<file path="src/rtl/css_map.vh">
// register map, field positions and counts for the can status logic
`ifndef CSS_MAP_VH
`define CSS_MAP_VH

// register addresses
`define CSS_ADDR_W 8
`define CSS_ADDR_CONTROL 8'h00
`define CSS_ADDR_COMMAND 8'h01
`define CSS_ADDR_STATUS 8'h02
`define CSS_ADDR_TXBUF_LO 8'h0a
`define CSS_ADDR_TXBUF_HI 8'h13

// control register fields
`define CSS_CTL_RESET_REQ 0

// command register fields
`define CSS_CMD_SEND 0
`define CSS_CMD_CANCEL 1
`define CSS_CMD_RELEASE 2
`define CSS_CMD_CLR_OVR 3
`define CSS_CMD_READ_VAL 8'h0f

// status register fields
`define CSS_ST_BUS_OFF 7
`define CSS_ST_ERR_WARN 6
`define CSS_ST_TX_ACT 5
`define CSS_ST_RX_ACT 4
`define CSS_ST_TX_DONE 3
`define CSS_ST_TX_FREE 2
`define CSS_ST_OVERRUN 1
`define CSS_ST_RX_FULL 0

// reset values
`define CSS_RST_RESET_REQ 1'b1
`define CSS_RST_TX_DONE 1'b1
`define CSS_RST_TX_FREE 1'b1
`define CSS_RST_RDATA 8'h00

// counts
`define CSS_BUSFREE_RUN 11
`define CSS_BUSOFF_FREE_CNT 128
`define CSS_RX_BUFFERS 2

`endif

</file>
<file path="src/rtl/css_busfree.v">
// counter of consecutive recessive bits, pulses once per bus-free occurrence
`timescale 1ns/1ps
`include "css_map.vh"

module css_busfree #(
   parameter RUN_LEN = `CSS_BUSFREE_RUN,
   parameter CNT_W = 4
) (
   input wire clk_i,
   input wire rst_n_i,
   input wire clear_i,
   input wire bit_tick_i,
   input wire bus_level_i,
   output reg free_pulse_o
);

   reg [CNT_W-1:0] run_q;
   reg [CNT_W-1:0] run_d;
   reg pulse_d;

   always @* begin
      run_d = run_q;
      pulse_d = 1'b0;
      if (clear_i) begin
         run_d = {CNT_W{1'b0}};
      end else if (bit_tick_i) begin
         if (!bus_level_i) begin
            run_d = {CNT_W{1'b0}};
         end else if (run_q == RUN_LEN[CNT_W-1:0] - 1'b1) begin
            run_d = {CNT_W{1'b0}};
            pulse_d = 1'b1;
         end else begin
            run_d = run_q + 1'b1;
         end
      end
   end

   always @(posedge clk_i or negedge rst_n_i) begin
      if (!rst_n_i) begin
         run_q <= {CNT_W{1'b0}};
         free_pulse_o <= 1'b0;
      end else begin
         run_q <= run_d;
         free_pulse_o <= pulse_d;
      end
   end

endmodule

</file>
<file path="src/rtl/css_status.v">
// status register logic of the can controller with its register port
//
// Functional notes
// - status word at address 2 is read only; writes to it do nothing.
// - bit 7 reads 1 in bus-off, 0 while bus-on.
// - bit 6 reads 1 when an error counter reached warning limit.
// - bit 5 reads 1 while transmitting a message.
// - bit 4 reads 1 while receiving a message.
// - both activity bits low means the bus is idle.
// - bit 3 reads 1 when the last requested transmission succeeded.
// - a send request clears the transmission-complete bit.
// - bit 2 reads 1 when transmit buffer is free, 0 while locked.
// - writes to a locked transmit buffer are silently dropped.
// - cancel before transmission starts frees the buffer; an unsent message leaves complete bit low.
// - bit 1 set when both buffers full and another message arrives.
// - an overrun drops the message being received.
// - own accepted transmitted message is stored too; no room means overrun.
// - storing own message sets neither receive interrupt nor buffer-full bit.
// - an overrun never requests an overload frame.
// - bit 0 set when a new received message becomes available.
// - release clears bit 0 once no stored message remains; a further stored message sets it again.
// - entering bus-off sets reset-request until software clears it.
// - after that, 128 bus-free occurrences end bus-off and reset counters.
// - bus drivers float while in bus-off.
// - a bus-free occurrence is 11 consecutive recessive bits.
// - receive interrupt sets in the same cycle as buffer-full bit.
// - reset-request forces activity, complete, free, overrun and full bits.
`timescale 1ns/1ps
`include "css_map.vh"

module css_status #(
   parameter DATA_W = 8,
   parameter BUSOFF_FREE_CNT = `CSS_BUSOFF_FREE_CNT,
   parameter FREE_CNT_W = 8,
   parameter RX_BUFFERS = `CSS_RX_BUFFERS
) (
   input wire clk_i,
   input wire rst_n_i,
   // register port
   input wire [`CSS_ADDR_W-1:0] reg_addr_i,
   input wire [DATA_W-1:0] reg_wdata_i,
   input wire reg_wr_i,
   input wire reg_rd_i,
   output reg [DATA_W-1:0] reg_rdata_o,
   // protocol core events
   input wire tx_active_i,
   input wire rx_active_i,
   input wire err_warn_i,
   input wire bus_off_entry_i,
   input wire tx_started_i,
   input wire tx_done_ok_i,
   input wire rx_first_byte_i,
   input wire rx_own_msg_i,
   input wire rx_msg_done_i,
   input wire bit_tick_i,
   input wire bus_level_i,
   input wire rx_int_en_i,
   input wire overrun_int_en_i,
   // controls toward the core and buffers
   output reg reset_request_o,
   output reg tx_request_o,
   output reg rx_drop_o,
   output reg rx_store_en_o,
   output reg rx_int_set_o,
   output reg overrun_int_set_o,
   output reg err_cnt_clear_o,
   output reg bus_drv_en_o,
   output reg bus_idle_o,
   output reg tbuf_we_o,
   output reg [`CSS_ADDR_W-1:0] tbuf_addr_o,
   output reg [DATA_W-1:0] tbuf_data_o
);

   localparam RXC_W = 2;
   localparam [RXC_W-1:0] RX_FULL_CNT = RX_BUFFERS[RXC_W-1:0];

   reg bus_off_q;
   reg bus_off_d;
   reg err_warn_q;
   reg err_warn_d;
   reg tx_act_q;
   reg rx_act_q;
   reg tx_done_q;
   reg tx_done_d;
   reg tx_free_q;
   reg tx_free_d;
   reg overrun_q;
   reg overrun_d;
   reg rx_full_q;
   reg rx_full_d;
   reg reset_req_q;
   reg reset_req_d;
   reg tx_pend_q;
   reg tx_pend_d;
   reg tx_busy_q;
   reg tx_busy_d;
   reg [RXC_W-1:0] rx_cnt_q;
   reg [RXC_W-1:0] rx_cnt_d;
   reg rx_drop_q;
   reg rx_drop_d;
   reg [FREE_CNT_W-1:0] free_cnt_q;
   reg [FREE_CNT_W-1:0] free_cnt_d;
   reg recover_d;
   reg [DATA_W-1:0] rdata_d;

   wire wr_ctl;
   wire wr_cmd;
   wire cmd_send;
   wire cmd_cancel;
   wire cmd_release;
   wire cmd_clr_ovr;
   wire wr_tbuf;
   wire free_pulse;
   wire [DATA_W-1:0] status_word;

   assign wr_ctl = reg_wr_i && (reg_addr_i == `CSS_ADDR_CONTROL);
   assign wr_cmd = reg_wr_i && (reg_addr_i == `CSS_ADDR_COMMAND);
   assign cmd_send = wr_cmd && reg_wdata_i[`CSS_CMD_SEND];
   assign cmd_cancel = wr_cmd && reg_wdata_i[`CSS_CMD_CANCEL];
   assign cmd_release = wr_cmd && reg_wdata_i[`CSS_CMD_RELEASE];
   assign cmd_clr_ovr = wr_cmd && reg_wdata_i[`CSS_CMD_CLR_OVR];
   assign wr_tbuf = reg_wr_i && (reg_addr_i >= `CSS_ADDR_TXBUF_LO) && (reg_addr_i <= `CSS_ADDR_TXBUF_HI);

   css_busfree #(
      .RUN_LEN(`CSS_BUSFREE_RUN),
      .CNT_W(4)
   ) u_busfree (
      .clk_i(clk_i),
      .rst_n_i(rst_n_i),
      .clear_i(reset_req_q),
      .bit_tick_i(bit_tick_i),
      .bus_level_i(bus_level_i),
      .free_pulse_o(free_pulse)
   );

   assign status_word[`CSS_ST_BUS_OFF] = bus_off_q;
   assign status_word[`CSS_ST_ERR_WARN] = err_warn_q;
   assign status_word[`CSS_ST_TX_ACT] = tx_act_q;
   assign status_word[`CSS_ST_RX_ACT] = rx_act_q;
   assign status_word[`CSS_ST_TX_DONE] = tx_done_q;
   assign status_word[`CSS_ST_TX_FREE] = tx_free_q;
   assign status_word[`CSS_ST_OVERRUN] = overrun_q;
   assign status_word[`CSS_ST_RX_FULL] = rx_full_q;

   always @* begin
      bus_off_d = bus_off_q;
      reset_req_d = reset_req_q;
      free_cnt_d = free_cnt_q;
      recover_d = 1'b0;
      if (wr_ctl) begin
         reset_req_d = reg_wdata_i[`CSS_CTL_RESET_REQ];
      end
      if (bus_off_q && !reset_req_q) begin
         if (free_pulse) begin
            if (free_cnt_q == BUSOFF_FREE_CNT[FREE_CNT_W-1:0] - 1'b1) begin
               free_cnt_d = {FREE_CNT_W{1'b0}};
               bus_off_d = 1'b0;
               recover_d = 1'b1;
            end else begin
               free_cnt_d = free_cnt_q + 1'b1;
            end
         end
      end else begin
         free_cnt_d = {FREE_CNT_W{1'b0}};
      end
      if (bus_off_entry_i) begin
         bus_off_d = 1'b1;
         reset_req_d = 1'b1;
         free_cnt_d = {FREE_CNT_W{1'b0}};
         recover_d = 1'b0;
      end
   end

   always @* begin
      err_warn_d = err_warn_i;
      if (recover_d) begin
         err_warn_d = 1'b0;
      end
   end

   // transmit side
   always @* begin
      tx_done_d = tx_done_q;
      tx_free_d = tx_free_q;
      tx_pend_d = tx_pend_q;
      tx_busy_d = tx_busy_q;
      if (tx_started_i && tx_pend_q) begin
         tx_busy_d = 1'b1;
      end
      if (cmd_cancel && tx_pend_q && !tx_busy_q && !tx_started_i) begin
         tx_pend_d = 1'b0;
         tx_free_d = 1'b1;
      end
      if (tx_done_ok_i && tx_pend_q) begin
         tx_done_d = 1'b1;
         tx_free_d = 1'b1;
         tx_pend_d = 1'b0;
         tx_busy_d = 1'b0;
      end
      if (cmd_send && tx_free_q && !reset_req_q) begin
         tx_done_d = 1'b0;
         tx_free_d = 1'b0;
         tx_pend_d = 1'b1;
         tx_busy_d = 1'b0;
      end
      if (reset_req_d) begin
         tx_done_d = `CSS_RST_TX_DONE;
         tx_free_d = `CSS_RST_TX_FREE;
         tx_pend_d = 1'b0;
         tx_busy_d = 1'b0;
      end
   end

   // receive side
   always @* begin
      overrun_d = overrun_q;
      rx_full_d = rx_full_q;
      rx_cnt_d = rx_cnt_q;
      rx_drop_d = rx_drop_q;
      if (cmd_release && rx_cnt_q != {RXC_W{1'b0}}) begin
         rx_cnt_d = rx_cnt_q - 1'b1;
      end
      if (cmd_release) begin
         rx_full_d = (rx_cnt_d != {RXC_W{1'b0}});
      end
      if (cmd_clr_ovr) begin
         overrun_d = 1'b0;
      end
      if (rx_first_byte_i) begin
         rx_drop_d = 1'b0;
         if (rx_cnt_q == RX_FULL_CNT) begin
            overrun_d = 1'b1;
            rx_drop_d = 1'b1;
         end
      end
      // own message stored but not kept
      if (rx_msg_done_i && !rx_drop_q && !rx_own_msg_i && rx_cnt_d != RX_FULL_CNT) begin
         rx_cnt_d = rx_cnt_d + 1'b1;
         rx_full_d = 1'b1;
      end
      if (rx_msg_done_i) begin
         rx_drop_d = 1'b0;
      end
      if (reset_req_d) begin
         overrun_d = 1'b0;
         rx_full_d = 1'b0;
         rx_cnt_d = {RXC_W{1'b0}};
         rx_drop_d = 1'b0;
      end
   end

   always @* begin
      case (reg_addr_i)
         `CSS_ADDR_CONTROL: begin
            rdata_d = {{(DATA_W-1){1'b0}}, reset_req_q};
         end
         `CSS_ADDR_COMMAND: begin
            rdata_d = `CSS_CMD_READ_VAL;
         end
         `CSS_ADDR_STATUS: begin
            rdata_d = status_word;
         end
         default: begin
            rdata_d = `CSS_RST_RDATA;
         end
      endcase
   end

   always @(posedge clk_i or negedge rst_n_i) begin
      if (!rst_n_i) begin
         bus_off_q <= 1'b0;
         err_warn_q <= 1'b0;
         tx_act_q <= 1'b0;
         rx_act_q <= 1'b0;
         tx_done_q <= `CSS_RST_TX_DONE;
         tx_free_q <= `CSS_RST_TX_FREE;
         overrun_q <= 1'b0;
         rx_full_q <= 1'b0;
         reset_req_q <= `CSS_RST_RESET_REQ;
         tx_pend_q <= 1'b0;
         tx_busy_q <= 1'b0;
         rx_cnt_q <= {RXC_W{1'b0}};
         rx_drop_q <= 1'b0;
         free_cnt_q <= {FREE_CNT_W{1'b0}};
      end else begin
         bus_off_q <= bus_off_d;
         err_warn_q <= err_warn_d;
         tx_act_q <= tx_active_i && !reset_req_d;
         rx_act_q <= rx_active_i && !reset_req_d;
         tx_done_q <= tx_done_d;
         tx_free_q <= tx_free_d;
         overrun_q <= overrun_d;
         rx_full_q <= rx_full_d;
         reset_req_q <= reset_req_d;
         tx_pend_q <= tx_pend_d;
         tx_busy_q <= tx_busy_d;
         rx_cnt_q <= rx_cnt_d;
         rx_drop_q <= rx_drop_d;
         free_cnt_q <= free_cnt_d;
      end
   end

   // outputs toward core and cpu
   always @(posedge clk_i or negedge rst_n_i) begin
      if (!rst_n_i) begin
         reg_rdata_o <= `CSS_RST_RDATA;
         reset_request_o <= `CSS_RST_RESET_REQ;
         tx_request_o <= 1'b0;
         rx_drop_o <= 1'b0;
         rx_store_en_o <= 1'b0;
         rx_int_set_o <= 1'b0;
         overrun_int_set_o <= 1'b0;
         err_cnt_clear_o <= 1'b0;
         bus_drv_en_o <= 1'b0;
         bus_idle_o <= 1'b1;
         tbuf_we_o <= 1'b0;
         tbuf_addr_o <= {`CSS_ADDR_W{1'b0}};
         tbuf_data_o <= {DATA_W{1'b0}};
      end else begin
         if (reg_rd_i) begin
            reg_rdata_o <= rdata_d;
         end else begin
            reg_rdata_o <= `CSS_RST_RDATA;
         end
         reset_request_o <= reset_req_d;
         tx_request_o <= tx_pend_d;
         // overrun only drops, no frame request
         rx_drop_o <= rx_first_byte_i && (rx_cnt_q == RX_FULL_CNT) && !reset_req_d;
         // own message storage allowed when room
         rx_store_en_o <= rx_first_byte_i && (rx_cnt_q != RX_FULL_CNT) && !reset_req_d;
         // interrupt with full bit, not for own
         rx_int_set_o <= rx_int_en_i && rx_full_d && !rx_full_q;
         overrun_int_set_o <= overrun_int_en_i && overrun_d && !overrun_q;
         err_cnt_clear_o <= recover_d;
         bus_drv_en_o <= !bus_off_d;
         // idle when both activity bits low
         bus_idle_o <= !(tx_active_i && !reset_req_d) && !(rx_active_i && !reset_req_d);
         tbuf_we_o <= wr_tbuf && tx_free_q;
         tbuf_addr_o <= reg_addr_i;
         tbuf_data_o <= reg_wdata_i;
      end
   end

endmodule

</file>
<file path="config.mk">
export PLATFORM = sky130hd
export DESIGN_NAME = css_status
export DESIGN_NICKNAME = d
export VERILOG_FILES = /design/src/rtl/css_busfree.v /design/src/rtl/css_status.v
export VERILOG_INCLUDE_DIRS = /design/src /design/src/rtl
export SDC_FILE = /design/constraint.sdc
export NUM_CORES = 1
export LEC_CHECK = 0
export BUFFER_PORTS_ARGS = -buffer_cell sky130_fd_sc_hd__buf_2
export CAP_MARGIN = 10
export CORE_MARGIN = 3
export CORE_UTILIZATION = 29
export DETAILED_ROUTE_END_ITERATION = 7
export GPL_TIMING_DRIVEN = 0
export SYNTH_ARGS = -nofsm -noshare
export SYNTH_HDL_FRONTEND = slang
export SYNTH_HIERARCHICAL = 1
export SYNTH_SLANG_ARGS = --single-unit
</file>
<file path="constraint.sdc">
create_clock -name clk_i -period 2.8 [get_ports clk_i]
set_input_delay 0.14 -clock clk_i [delete_from_list [all_inputs] [get_ports clk_i]]
set_output_delay 0.14 -clock clk_i [all_outputs]
set_load 0.03 [all_outputs]
</file>
## After elaboration in Yosys (flattened, before gate mapping)

Index checks and enable logic that the tools add are counted.

- Flip-flop bits (word level): 59
- Bits in latches: 0
- RAM bits: 0
- Bits in read-only memories: 0
- Input bits: 33
- Output and inout port bits: 34
- Word-level logic and storage cells: 146
- Memories kept: 0

- $add $sub $neg: 4
- Multiply operators: 0
- Div/mod/pow operators: 0
- $lt $le $gt $ge: 2
- Equality and inequality tests: 8
- Shifts and indexed selects: 0
- Mux-type cells: 54
- Bitwise logic cells: 0
- Reductions and logical operators: 51

Operators by type and width:

| operator | number |
|---|---|
| $mux 1 | 41 |
| $mux 8 | 5 |
| $logic_and 1x1->1 | 32 |
| $pmux 8 s3 | 1 |
| $mux 4 | 4 |
| $logic_not 1->1 | 11 |
| $add 8x1->8 const B | 1 |
| $eq 8x1->1 const B | 1 |
| $eq 8x2->1 const B | 1 |
| $eq 8x7->1 const B | 1 |
| $ge 8x4->1 const B | 1 |
| $le 8x5->1 const B | 1 |
| $logic_not 8->1 | 1 |
| $reduce_bool 4->1 | 2 |
| $mux 2 | 3 |
| $reduce_bool 2->1 | 3 |
| $reduce_bool 3->1 | 2 |
| $add 4x1->4 const B | 1 |
| $eq 4x4->1 const B | 1 |
| $ne 2x2->1 const B | 2 |
| $ne 3x2->1 const B | 1 |
| $add 2x1->2 const B | 1 |
| $eq 2x2->1 const B | 1 |
| $sub 2x1->2 const B | 1 |

## Logic depth before layout (Yosys ltp)

Gate-level depths: netlist (run 1).

- Depth in word-level cells: 11
- Mapped depth: 11
- Mapped depth without buffers: 10

## Hierarchy

The synthesis (run 1) kept the hierarchy.

Modules (own cells, without submodules):

| module | times used | cells an instance | area an instance (um2) | sequential area each (um2) |
|---|---|---|---|---|
| css_status | 1 | 184 | 2264.7 | 1356.3 |
| css_busfree | 1 | 27 | 271.5 | 125.1 |

## Worst setup path before layout (run 1)

No wires, ideal clock.

- Path type: flip-flop to flip-flop
- Start: reg rx_cnt_q[0]
- End: reg rx_int_set_o
- Library setup time: 95 ps
- Arrival time: 2199 ps
- Setup slack: 506 ps
- Stages on the path, launching flop included: 12
- Buffers on the path: 1
- Clock period less this slack: 2294 ps
- Cells stage by stage: dfrtp_1 > inv_1 > ha_1 > and3b_1 > nand3_1 > mux2_4 > inv_1 > ha_1 > or4b_1 > buf_2 > o21a_1 > nor4b_2

- Longest elaborated chain between the ends: 9
- Elaborated cells on any way between the ends: 12

Ends and longest elaborated chain:

| item | line | RTL |
|---|---|---|
| from (decl) | css_status.v:97 | `reg [RXC_W-1:0] rx_cnt_q;` |
| from (signal assigned) | css_status.v:282 | `rx_cnt_q <= {RXC_W{1'b0}};` |
| from (signal assigned) | css_status.v:297 | `rx_cnt_q <= rx_cnt_d;` |
| parallel branches: the longest is 2 deep, another holds $sub 2x1->2 | -- |  |
| $mux 2 * | css_status.v:220 | `if (cmd_release && rx_cnt_q != {RXC_W{1'b0}}) begin` |
| $reduce_bool 2->1 / $ne 2x2->1 (equally long branches) | css_status.v:224, css_status.v:237 |  |
| $mux 1 / $logic_and 1x1->1 (equally long branches) | css_status.v:223, css_status.v:237 |  |
| $mux 1 * | css_status.v:237 | `if (rx_msg_done_i && !rx_drop_q && !rx_own_msg_i && rx_cnt_d != RX_FULL_CNT) begin` |
| $mux 1 * | css_status.v:244 | `if (reset_req_d) begin` |
| $logic_and 1x1->1 * (2 in a row) | css_status.v:332 | `rx_int_set_o <= rx_int_en_i && rx_full_d && !rx_full_q;` |
| to (signal assigned) | css_status.v:332 |  |
| to (decl) | css_status.v:64 | `output reg rx_int_set_o,` |

Mark *: on every way between the ends.
A chain may end at the register's enable or synchronous reset.

## Worst setup path in the final report (run 1)

- Start: in reg_addr_i[2]
- End: reg rx_int_set_o

- Longest elaborated chain between the ends: 11
- Elaborated cells on any way between the ends: 17

Ends and longest elaborated chain:

| item | line | RTL |
|---|---|---|
| from (decl) | css_status.v:40 | `` input wire [`CSS_ADDR_W-1:0] reg_addr_i, `` |
| $eq 8x1->1 | -- |  |
| $logic_and 1x1->1 | css_status.v:117 | `` assign wr_cmd = reg_wr_i && (reg_addr_i == `CSS_ADDR_COMMAND); `` |
| $logic_and 1x1->1 | css_status.v:120 | `` assign cmd_release = wr_cmd && reg_wdata_i[`CSS_CMD_RELEASE]; `` |
| $logic_and 1x1->1 | css_status.v:220 |  |
| $mux 2 | css_status.v:220 |  |
| $reduce_bool 2->1 / $ne 2x2->1 (equally long branches) | css_status.v:224, css_status.v:237 |  |
| $mux 1 / $logic_and 1x1->1 (equally long branches) | css_status.v:223, css_status.v:237 |  |
| $mux 1 | css_status.v:237 |  |
| $mux 1 * | css_status.v:244 |  |
| $logic_and 1x1->1 * (2 in a row) | css_status.v:332 |  |

Mark *: on every way between the ends. The rest lies on a longest branch, timed or not.

==> metrics.md, run 1 <==
| Metric | Value |
|---|---|
| Status | finished clean |
| Multi-input gate area | 990 sq um |
| Max Transition Viols Final | 0 |
| R2R setup slack | 0.36 ns |
| Required @ worst endpoint | 3.04 ns |
| Iter 0 DRT Violations | 93 |
| GRT Residual Overflow | 0 |
| Commonest non-fill, non-tap cell in the layout | buf_2 |
| Num ports | 67 |
| Core Area | approximately 0.0083 sq mm |
| Register area | 0.00148 sq mm |
| Worst endpoint data arrival time | 2.72 ns |
| Vias per cell | 4.71 |
| Yosys top cell area share | 54.3% |
| Post-synthesis instance total | 211 |
| # clock sinks | 59 |
| Final HPWL DP | 4290 um |
| CTS buffer count | 9 |
| Average size of a mapped cell | 12.0 sq um |
| Residual DRC | 0 |
| Setup crit start kind | input port |
| Total track usage | 12.5% |
| Slew @ Worst Pin | 0.518 ns |
| Sw frac | 23.8% |
| GR Util met1 | roughly 15% |
| Clock Skew | 0.00569 ns |
| Synth cell types | 51 |
| Die H | between 90 and 100 um |
| Worst Path Max Fanout | 6 |
| Ys Warns | 6 |
| CTS H-Tree Depth | 3 |
| Slew headroom | 65.0% |
| Max stage delay cell, worst path | dlygate4sd3_1 |
| Clk pin slew, worst setup/hold paths | 0.06 ns |
| Combinational power share | 7.4% |
| Worst Path Buf+Inv | 4 |
| Syn_nets | about 250 |
| Min Tclk post-route | 2.48 ns |
| Nets | 344 |
| DIE WIDTH | approximately 100 um |
| Synthesis-to-layout area growth | 33.8% |
| Setup CP Type | in -> reg |
| Top Usage Layer GRT | met2 |
| Routed length per placed instance | 13.7 um |
| Fill count | around 830 |
| Max-cap violations | 0 |
| Antenna cells | 0 |
| Vias in the first global route | ~2,000 |
| GRT met2 Usage | 18.8% |
| Clk_lat worst skew | 0.33 ns |
| Final Hold Vio Count | 0 |
| Row cnt | 33 |
| Cell taking the most area after synthesis | dfrtp_1 |
| Placed cell count | 383 |
| CP Cell Sequence | dlygate4sd3_1 -> buf_2 -> nor4_4 -> nand3_1 -> mux2_4 -> inv_1 -> ha_1 -> or4b_1 -> buf_2 -> o21a_1 -> nor4b_2 |
| Antenna violations before repair | 0 |
| Worst vdd ir | slightly below 300 uV |
| Sequential element share of the synthesized area | 58.4% |
| Via Count | just under 2,000 |
| DIE AREA | 0.00990 sq mm |
| Post-synthesis cell area | 0.00254 sq mm |
| Highest-count cells in the layout ignoring fill and taps | buf_2 (67), dfrtp_1 (55), nor2_1 (19) |
| Fraction of layout cells with a size suffix above 1 | 32.7% |
| Most frequent CP cell | buf_2 |
| Non-filler instance count after layout | a little over 400 |
| Clk buf depth | 2 |
| CP endpoint kind | register |
| Post-route setup TNS | 0 ns |
| Sequential Power Share | 46.5% |
| #FFs+latches synth | 59 |
| # setup viols final | 0 |
| DRT Wirelength | about 5700 um |
| Hold Path Class | in -> reg |
| Largest net degree at the start of global routing | 41 |
| Power per cell area | 551 mW/mm^2 |
| Antenna viol nets, final | 0 |
| Period utilisation layout | 88.6% |
| Unrepaired setup endpoints after global routing | no |
| Synth area leaders | dfrtp_1 (54%), dfstp_2 (4.1%), ha_1 (3.5%) |
| Initial core utilization | 30.4% |
| Drt first pass iters | 4 |
| # port buffers | 66 |
| Number of enable flip-flop cells after synthesis | 0 |
| CTS tree | done |
| P_sw | 445 uW |
| First-pass GRT wire length | 9640 um |
| Internal power | 1420 uW |
| Family with the most delay on the worst path | simple AND/OR/NAND/NOR gates |
| Lkg Pwr | 0.00161 uW |
| Async set-or-reset flop fraction in the synthesized netlist | 100% |
| Max Freq | roughly 400 MHz |
| Placer Congestion | 0.752 |
| Clock network power share | a little under half |
| GRT met3 Usage | under 10% |
| CTS root buf | clkbuf_8 |
| Synth Flop Type | dfrtp_1 |
| CP peak stage delay | about 0.52 ns |
## worst register-to-register path: cells and delay by family, from the launching register on
kind,cells,cell delay (ns)
AND/OR/NAND/NOR,4,1.05
flip-flops,1,0.36
adder cells (fa/ha/maj),2,0.35
AO/OA/AOI/OAI,2,0.32
buffers and inverters,2,0.29
## flip-flops by register name, indices dropped and copies added (netlist names), 2 cells and up
| name | flops |
|---|---|
| free_cnt_q | 8 |
| reg_rdata_o | 8 |
| tbuf_addr_o | 8 |
| tbuf_data_o | 8 |
| u_busfree/run_q | 4 |
| rx_cnt_q | 2 |
## area by class of cell
class	instances	area share, %
timing repair buffer	82	14.7
inverter	13	1.44
clock buffer	9	3.65
clock inverter	7	2.99
sequential	59	43.7
tap	105	3.87
multi-input combinational	137	29.2
buffer	2	0.479
## per-layer routing
metal	vias up	routed length [um]
met4	0	193
met3	21	389
li1	932	-
met5	-	0
met1	931	2520
met2	64	2590
## cells by family after synthesis
| group | synth area share (%) |
|---|---|
| simple gates | 22.9 |
| buf+inv | 2.57 |
| compound gates | 9.18 |
| flops | 58.4 |
| fa+ha+maj | 3.45 |
| xor+xnor | 2.07 |
| mux | 1.38 |
## synthesized netlist by cell type (2+ instances only)
| cell type | instances |
|---|---|
| nor3b_1 | 2 |
| nor2b_1 | 3 |
| mux2i_1 | 2 |
| and3_1 | 2 |
| and2_1 | 6 |
| a21o_1 | 3 |
| nand4_1 | 7 |
| nor2_1 | 19 |
| a21oi_1 | 11 |
| or3_1 | 2 |
| a211oi_2 | 2 |
| nor3b_2 | 2 |
| nor3_4 | 2 |
| inv_1 | 13 |
| xnor2_1 | 3 |
| xor2_1 | 3 |
| ha_1 | 7 |
| nand3_1 | 7 |
| nor3_1 | 6 |
| nand2b_1 | 8 |
| dfrtp_1 | 55 |
| nand2_1 | 8 |
| o21ai_0 | 4 |
| a22o_1 | 3 |
| and3b_1 | 2 |
| dfstp_2 | 4 |
## per-stage QoR
stage	setup slack, ns	area [sq um]	total power (uW)	util [%]	hold WS (ns)
after floorplan	0.506	2540	932	-	-0.156
after global placement	0.372	3000	1010	35.9	0.249
after detailed placement	0.356	3020	1010	36.2	0.140
after CTS	0.326	3390	1900	40.7	0.0000666
after global routing	0.206	3390	1950	40.7	0.00297
final	0.319	3390	1870	40.7	0.0193
## power by group through the flow
| stage | clock network (uW) | registers (uW) | logic (uW) |
|---|---|---|---|
| 2_1_floorplan | 0 | 911 | 21.0 |
| 3_3_place_gp | 0 | 886 | 121 |
| 3_5_place_dp | 0 | 886 | 126 |
| 4_1_cts | 892 | 870 | 142 |
| 5_1_grt | 928 | 870 | 153 |
| 6_report | 861 | 870 | 139 |
## worst paths after layout
check | start | end | depth (start not counted)
min | reg_addr_i[3] | tbuf_addr_o[3]$_DFF_PN0_ | 1
max reg2reg | rx_cnt_q[0]$_DFF_PN0_ | rx_int_set_o$_DFF_PN0_ | 10
max | reg_addr_i[2] | rx_int_set_o$_DFF_PN0_ | 11
min reg2reg | err_warn_q$_DFF_PN0_ | reg_rdata_o[6]$_DFF_PN0_ | 1
max in group asynchronous | rst_n_i | tx_free_q$_DFFE_PN1P_ | 3
min in group asynchronous | rst_n_i | free_cnt_q[6]$_DFFE_PN0P_ | 2
## what timing repair did
action | in CTS | in global routing
endpoints found under the hold margin | 33 | 0
hold buffers | 15 | 0
resized for setup | 0 | 0
setup buffers | 0 | 0
Power figures use the tool's default switching activity.
==> inputs of run 2 (changes only) <==
- CORE_ASPECT_RATIO: default -> 1.25
==> run 2 against run 1 <==
  * Cell count increased by 2.9%
  * Register-to-register slack hardly changed
  * Clock power is 24% lower
  * Worst setup slack worse by 0.0020 ns
  * Clock skew up 0.0063 ns
  * First-iteration DRC count down 17%
  * Sequential power barely moved
  * Via count fell by 1.7%
  * Global-route usage fell by 0.15 points
  * Critical path depth is the same
==> metrics.md, run 2 (synthesis results as in run 1) <==
| Metric | Value |
|---|---|
| Slew @ Worst Pin | 0.758 ns (+0.240 ns) |
| Hold path startpoint | reg_addr_i[1] |
| # clock sinks | 59 (unchanged) |
| Antenna viol nets, final | 0 (unchanged) |
| Final HPWL DP | 4160 um (-2.9%) |
| Final Hold Vio Count | 0 (unchanged) |
| R2R depth | 10 (unchanged) |
| CTS H-Tree Depth | 3 (unchanged) |
| Num ports | 67 (unchanged) |
| Max Freq | 403 MHz (about the same) |
| Power per cell area | 494 mW/mm^2 (-10%) |
| Residual DRC | 0 (unchanged) |
| CTS tree | done |
| Clock Skew | 0.0119 ns (+0.00626 ns) |
| Worst Path Max Fanout | 6 (unchanged) |
| Final core utilization | 40.0% (-0.64 points) |
| Worst setup path start | reg_addr_i[5] |
| Worst reg2reg startpoint | rx_cnt_q[0]$_DFF_PN0_ |
| Placer Congestion | 0.787 (+4.7%) |
| Period utilisation layout | 88.7% (about the same) |
| Vias in the first global route | 1,953 (-4.5%) |
| Vias per cell | 4.50 (-4.5%) |
| Antenna violations before repair | 0 (unchanged) |
| Required @ worst endpoint | 3.04 ns (about the same) |
| Synthesis-to-layout area growth | 32.3% |
| Worst vdd ir | 225 uV (-24%) |
| CTS buffer count | 9 (unchanged) |
| Min Tclk post-route | 2.48 ns (+0.00202 ns) |
| DIE AREA | 0.00991 sq mm (about the same) |
| Fill count | 815 (-1.5%) |
| Row cnt | 37 (+12%) |
| # setup viols final | 0 (unchanged) |
| Max-cap violations | 0 (unchanged) |
| R2R setup slack | 0.36 ns (about the same) |
| Nets | 345 (+0.29%) |
| DRT Wirelength | 5580 um (-2.0%) |
| First-pass GRT wire length | 9330 um (-3.2%) |
| Core Area | 0.00838 sq mm (+0.47%) |
| Hold Worst Slack | 0.0183 ns (-0.00110 ns) |
| Highest-count cells in the layout ignoring fill and taps | buf_2 (67), dfrtp_1 (55), nor2_1 (19) |
| Clk buf depth | 2 (unchanged) |
| Initial core utilization | 30.3% (-0.14 points) |
| Hold Path Class | in -> reg |
| CTS root buf | clkbuf_8 |
| Setup CP Type | in -> reg |
| Largest net degree at the start of global routing | 33 (-20%) |
| Post-route setup TNS | 0 ns (unchanged) |
| Max Transition Viols Final | 0 (unchanged) |
| Commonest non-fill, non-tap cell in the layout | buf_2 |
| Drt first pass iters | 6 (+2) |
| CP endpoint kind | register |
| Status | finished clean |
| RR Endpoint | rx_int_set_o$_DFF_PN0_ |
| Routed length per placed instance | 13.1 um (-4.7%) |
| Fin worst setup slack | 0.316 ns (-0.00202 ns) |
| # port buffers | 66 (unchanged) |
| Die H | 111 um (+11%) |
| DIE WIDTH | 89.6 um (-9.9%) |
| Antenna cells | 0 (unchanged) |
| Worst endpoint data arrival time | 2.72 ns (about the same) |
| Iter 0 DRT Violations | 77 (-17%) |
| Place WS | 0.355 ns (-0.00136 ns) |
| Clk_lat worst skew | 0.34 ns (about the same) |
| Fraction of layout cells with a size suffix above 1 | 31.7% (-0.97 points) |
| Setup crit start kind | input port |
| Unrepaired setup endpoints after global routing | no |
| GRT Residual Overflow | 0 (unchanged) |
| Lkg Pwr | 0.00159 uW (-1.2%) |
| Via Count | 1,915 (-1.7%) |
| Worst Hold Path EP | tbuf_addr_o[1]$_DFF_PN0_ |
| Slew headroom | 49.5% (-16 points) |
| Clk pin slew, worst setup/hold paths | 0.06 ns (about the same) |
| Setup Fix Bufs, Post-CTS | 0 (unchanged) |
| Total track usage | 12.3% (-0.15 points) |
| Hold path cells | 1 (unchanged) |
[run 2: area by class of cell]
cell class / instances / area (sq um) / share of cell area, %
Inverter: 13 / 48.8 / 1.45
Timing Repair Buffer: 83 / 510 / 15.2
Clock buffer: 12 / 145 / 4.33
Clock inverter: 3 / 17.5 / 0.522
Tap cell: 117 / 146 / 4.36
Buffer: 2 / 16.3 / 0.485
Multi-Input combinational cell: 137 / 990 / 29.5
Sequential cell: 59 / 1480 / 44.1
[run 2: how the worst max path moves through the flow]
stage	to	depth (start not counted)
floorplan	rx_int_set_o$_DFF_PN0_	11
global placement	rx_int_set_o$_DFF_PN0_	11
detailed placement	rx_int_set_o$_DFF_PN0_	11
CTS	rx_int_set_o$_DFF_PN0_	11
global route	rx_int_set_o$_DFF_PN0_	10
finish	rx_int_set_o$_DFF_PN0_	11
[run 2: worst max-delay path, cell delays in order]
cell and delay [ns]:
dlygate4sd3_1 0.53, buf_2 0.17, nor4_4 0.31, nand3_1 0.15
mux2_4 0.24, inv_1 0.04, ha_1 0.17, or4b_1 0.45
buf_2 0.17, o21a_1 0.12, nor4b_2 0.23
[run 2: routing by layer]
layer  vias up  routed length [um]  global-route usage, %
met2        42                2850                   20.1
met5         -                   0                      0
met3         8                 300                   4.48
met4         0                  82                   4.77
li1        930                   -                      -
met1       935                2350                   14.4
[run 2: metrics by stage]
| step | area, sq um | power (uW) | std cells |
|---|---|---|---|
| 6_report | 3360 | 1660 | 426 |
| 5_1_grt | 3360 | 1740 | 426 |
| 4_1_cts | 3350 | 1680 | 425 |
| 3_5_place_dp | 3030 | 1010 | 395 |
| 3_3_place_gp | 3010 | 1000 | 394 |
| 2_1_floorplan | 2540 | 932 | 211 |
[run 2: repair_timing]
action | CTS | global route
hold buffers | 15 | 1
setup endpoints to repair | 0 | 0
hold endpoints to repair | 42 | 1
gates resized for setup | 0 | 0
[run 2: report_power, final]
part | internal (uW) | switching (uW) | total, uW
Combinational | 53.8 | 84.7 | 138
Sequential | 866 | 3.45 | 869
Clock | 337 | 314 | 652
==> inputs of run 3 (changes only) <==
- CORE_MARGIN: 3 -> default
- GPL_TIMING_DRIVEN: 0 -> default
==> run 3 against run 2 <==
  * Cell count is the same
  * Combinational power hardly changed
  * Fmax down 0.58%
  * Critical path depth decreased by 1
  * Total power is 13% higher
  * Die area is 7.9% lower
==> metrics.md, run 3 (synthesis results as in run 1) <==
| Metric | Value |
|---|---|
| Hold Worst Slack | 0.0158 ns (-0.00243 ns) |
| Design area | 0.00340 sq mm (+1.3%) |
| Initial core utilization | 30.3% (unchanged) |
| Max-cap violations | 0 (unchanged) |
| Unrepaired setup endpoints after global routing | no |
| CTS root buf | clkbuf_8 |
| Status | finished clean |
| CTS-repair resized insts | 0 (unchanged) |
| Setup CP Type | in -> reg |
| Setup Fix Bufs, Post-CTS | 0 (unchanged) |
| Antenna cells | 0 (unchanged) |
| Highest-count cells in the layout ignoring fill and taps | buf_2 (66), dfrtp_1 (55), nor2_1 (19) |
| Num ports | 67 (unchanged) |
| # clock sinks | 59 (unchanged) |
| # port buffers | 66 (unchanged) |
| Combinational power share | 7.3% (-1.0 points) |
| Row cnt | 37 (unchanged) |
| Max Transition Viols Final | 0 (unchanged) |
| R2R depth | 9 (-1) |
| CTS H-Tree Depth | 3 (unchanged) |
| Min Tclk post-route | 2.50 ns (+0.0145 ns) |
| Final Hold Vio Count | 0 (unchanged) |
| Power per cell area | 552 mW/mm^2 (+12%) |
| Vias in the first global route | 1,904 (-2.5%) |
| CP endpoint kind | register |
| Drt first pass iters | 4 (-2) |
| Commonest non-fill, non-tap cell in the layout | buf_2 |
| # setup viols final | 0 (unchanged) |
| Fraction of layout cells with a size suffix above 1 | 32.4% (+0.65 points) |
| Synthesis-to-layout area growth | 34.0% |
| CTS tree | done |
| DIE AREA | 0.00913 sq mm (-7.9%) |
| Hold Path Class | in -> reg |
| Antenna viol nets, final | 0 (unchanged) |
| Pwr Total | 1880 uW (+13%) |
| Via Count | 1,892 (-1.2%) |
| Clock Skew | 0.00544 ns (-0.00651 ns) |
| Nets | 344 (-0.29%) |
| Core Area | 0.00838 sq mm (unchanged) |
| Internal power | 1440 uW (+15%) |
| Antenna violations before repair | 0 (unchanged) |
| Final core utilization | 40.6% (+0.51 points) |
| Residual DRC | 0 (unchanged) |
| Largest net degree at the start of global routing | 29 (-12%) |
| Setup crit start kind | input port |
| Total track usage | 13.3% (+0.95 points) |
| Clock network power share | 46.4% (+7.1 points) |
| Worst Path Max Fanout | 6 (unchanged) |
| DRT Wirelength | 5430 um (-2.6%) |
| Die H | 107 um (-3.6%) |
| Sequential Power Share | 46.3% (-6.1 points) |
| Iter 0 DRT Violations | 78 (+1.3%) |
| Required @ worst endpoint | 3.04 ns (about the same) |
| First-pass GRT wire length | 9160 um (-1.8%) |
| Worst endpoint data arrival time | 2.74 ns (+0.02 ns) |
| Slew @ Worst Pin | 0.545 ns (-0.213 ns) |
| Slew headroom | 63.5% (+14 points) |
| Routed length per placed instance | 12.8 um (-2.6%) |
| Post-route setup TNS | 0 ns (unchanged) |
| Clk pin slew, worst setup/hold paths | 0.07 ns (about the same) |
| Clk buf depth | 2 (unchanged) |
| Max Freq | 400 MHz (-0.58%) |
| P_sw | 434 uW (+8.0%) |
| CTS buffer count | 9 (unchanged) |
| Final HPWL DP | 4040 um (-2.9%) |
| GRT Residual Overflow | 0 (unchanged) |
| Placer Congestion | 0.763 (-3.0%) |
| Clk_lat worst skew | 0.33 ns (about the same) |
| Vias per cell | 4.44 (-1.2%) |
| Worst vdd ir | 239 uV (+6.3%) |
| Hold path cells | 3 (+2) |
| DIE WIDTH | 85.6 um (-4.5%) |
| Sw frac | 23.1% (-1.1 points) |
| Placed inst area | 0.00301 sq mm (-0.70%) |
| Period utilisation layout | 89.2% (+0.52 points) |
| Lkg Pwr | 0.00160 uW (+1.1%) |
## run 3: path summary, 6_finish.rpt
kind	startpoint	end	slack, ns
worst max-delay path	reg_addr_i[2]	rx_int_set_o$_DFF_PN0_	0.30
min in group asynchronous	rst_n_i	tbuf_data_o[4]$_DFF_PN0_	0.21
worst min-delay path	overrun_int_en_i	overrun_int_set_o$_DFF_PN0_	0.02
worst max register to register	rx_cnt_q[0]$_DFF_PN0_	rx_int_set_o$_DFF_PN0_	0.33
worst min register to register	tx_act_q$_DFF_PN0_	reg_rdata_o[5]$_DFF_PN0_	0.45
max in group asynchronous	rst_n_i	tx_done_q$_DFFE_PN1P_	1.90
## run 3: power groups by stage
stage               clock [uW]  combinational [uW]  sequential (uW)
floorplan                    0                21.0              911
global placement             0                 121              885
detailed placement           0                 122              885
CTS                        898                 139              869
global route               929                 150              869
finish                     871                 136              869
## run 3: layout make-up
class | count | area [sq um]
Tap cell | 117 | 146
Sequential cell | 59 | 1480
Clock buffer | 10 | 138
Fill cell | 802 | 4980
Clock inverter | 6 | 88.8
Timing Repair Buffer | 84 | 505
Multi-Input combinational cell | 137 | 990
Inverter | 13 | 48.8
## run 3: timing repair
action	in CTS	in global routing
endpoints found under the hold margin	25	0
setup endpoints to repair	0	0
hold buffers	16	0
## run 3: through the flow
stage | setup slack [ns] | instances
after floorplan | 0.506 | 211
after global placement | 0.422 | 394
after detailed placement | 0.305 | 394
after CTS | 0.295 | 426
after global routing | 0.148 | 426
final | 0.302 | 426
## run 3: metal layers
metal  share of wire (%)  wire [um]  GRT usage [%]  vias to the layer above
met5                   0          0              0                        -
met4                 2.2        117           6.43                        0
met3                 4.2        227           3.26                       11
met2                  51       2800           22.5                       38
met1                  42       2290           15.6                      915
li1                    -          -              -                      928
## run 3: critical path: stages
cell           delay [ns]
dlygate4sd3_1        0.53
buf_2                0.17
nor4_4               0.33
nand3_1              0.14
mux2_4               0.24
inv_1                0.04
ha_1                 0.17
or4b_1               0.58
o21a_1               0.16
nor4b_2              0.23
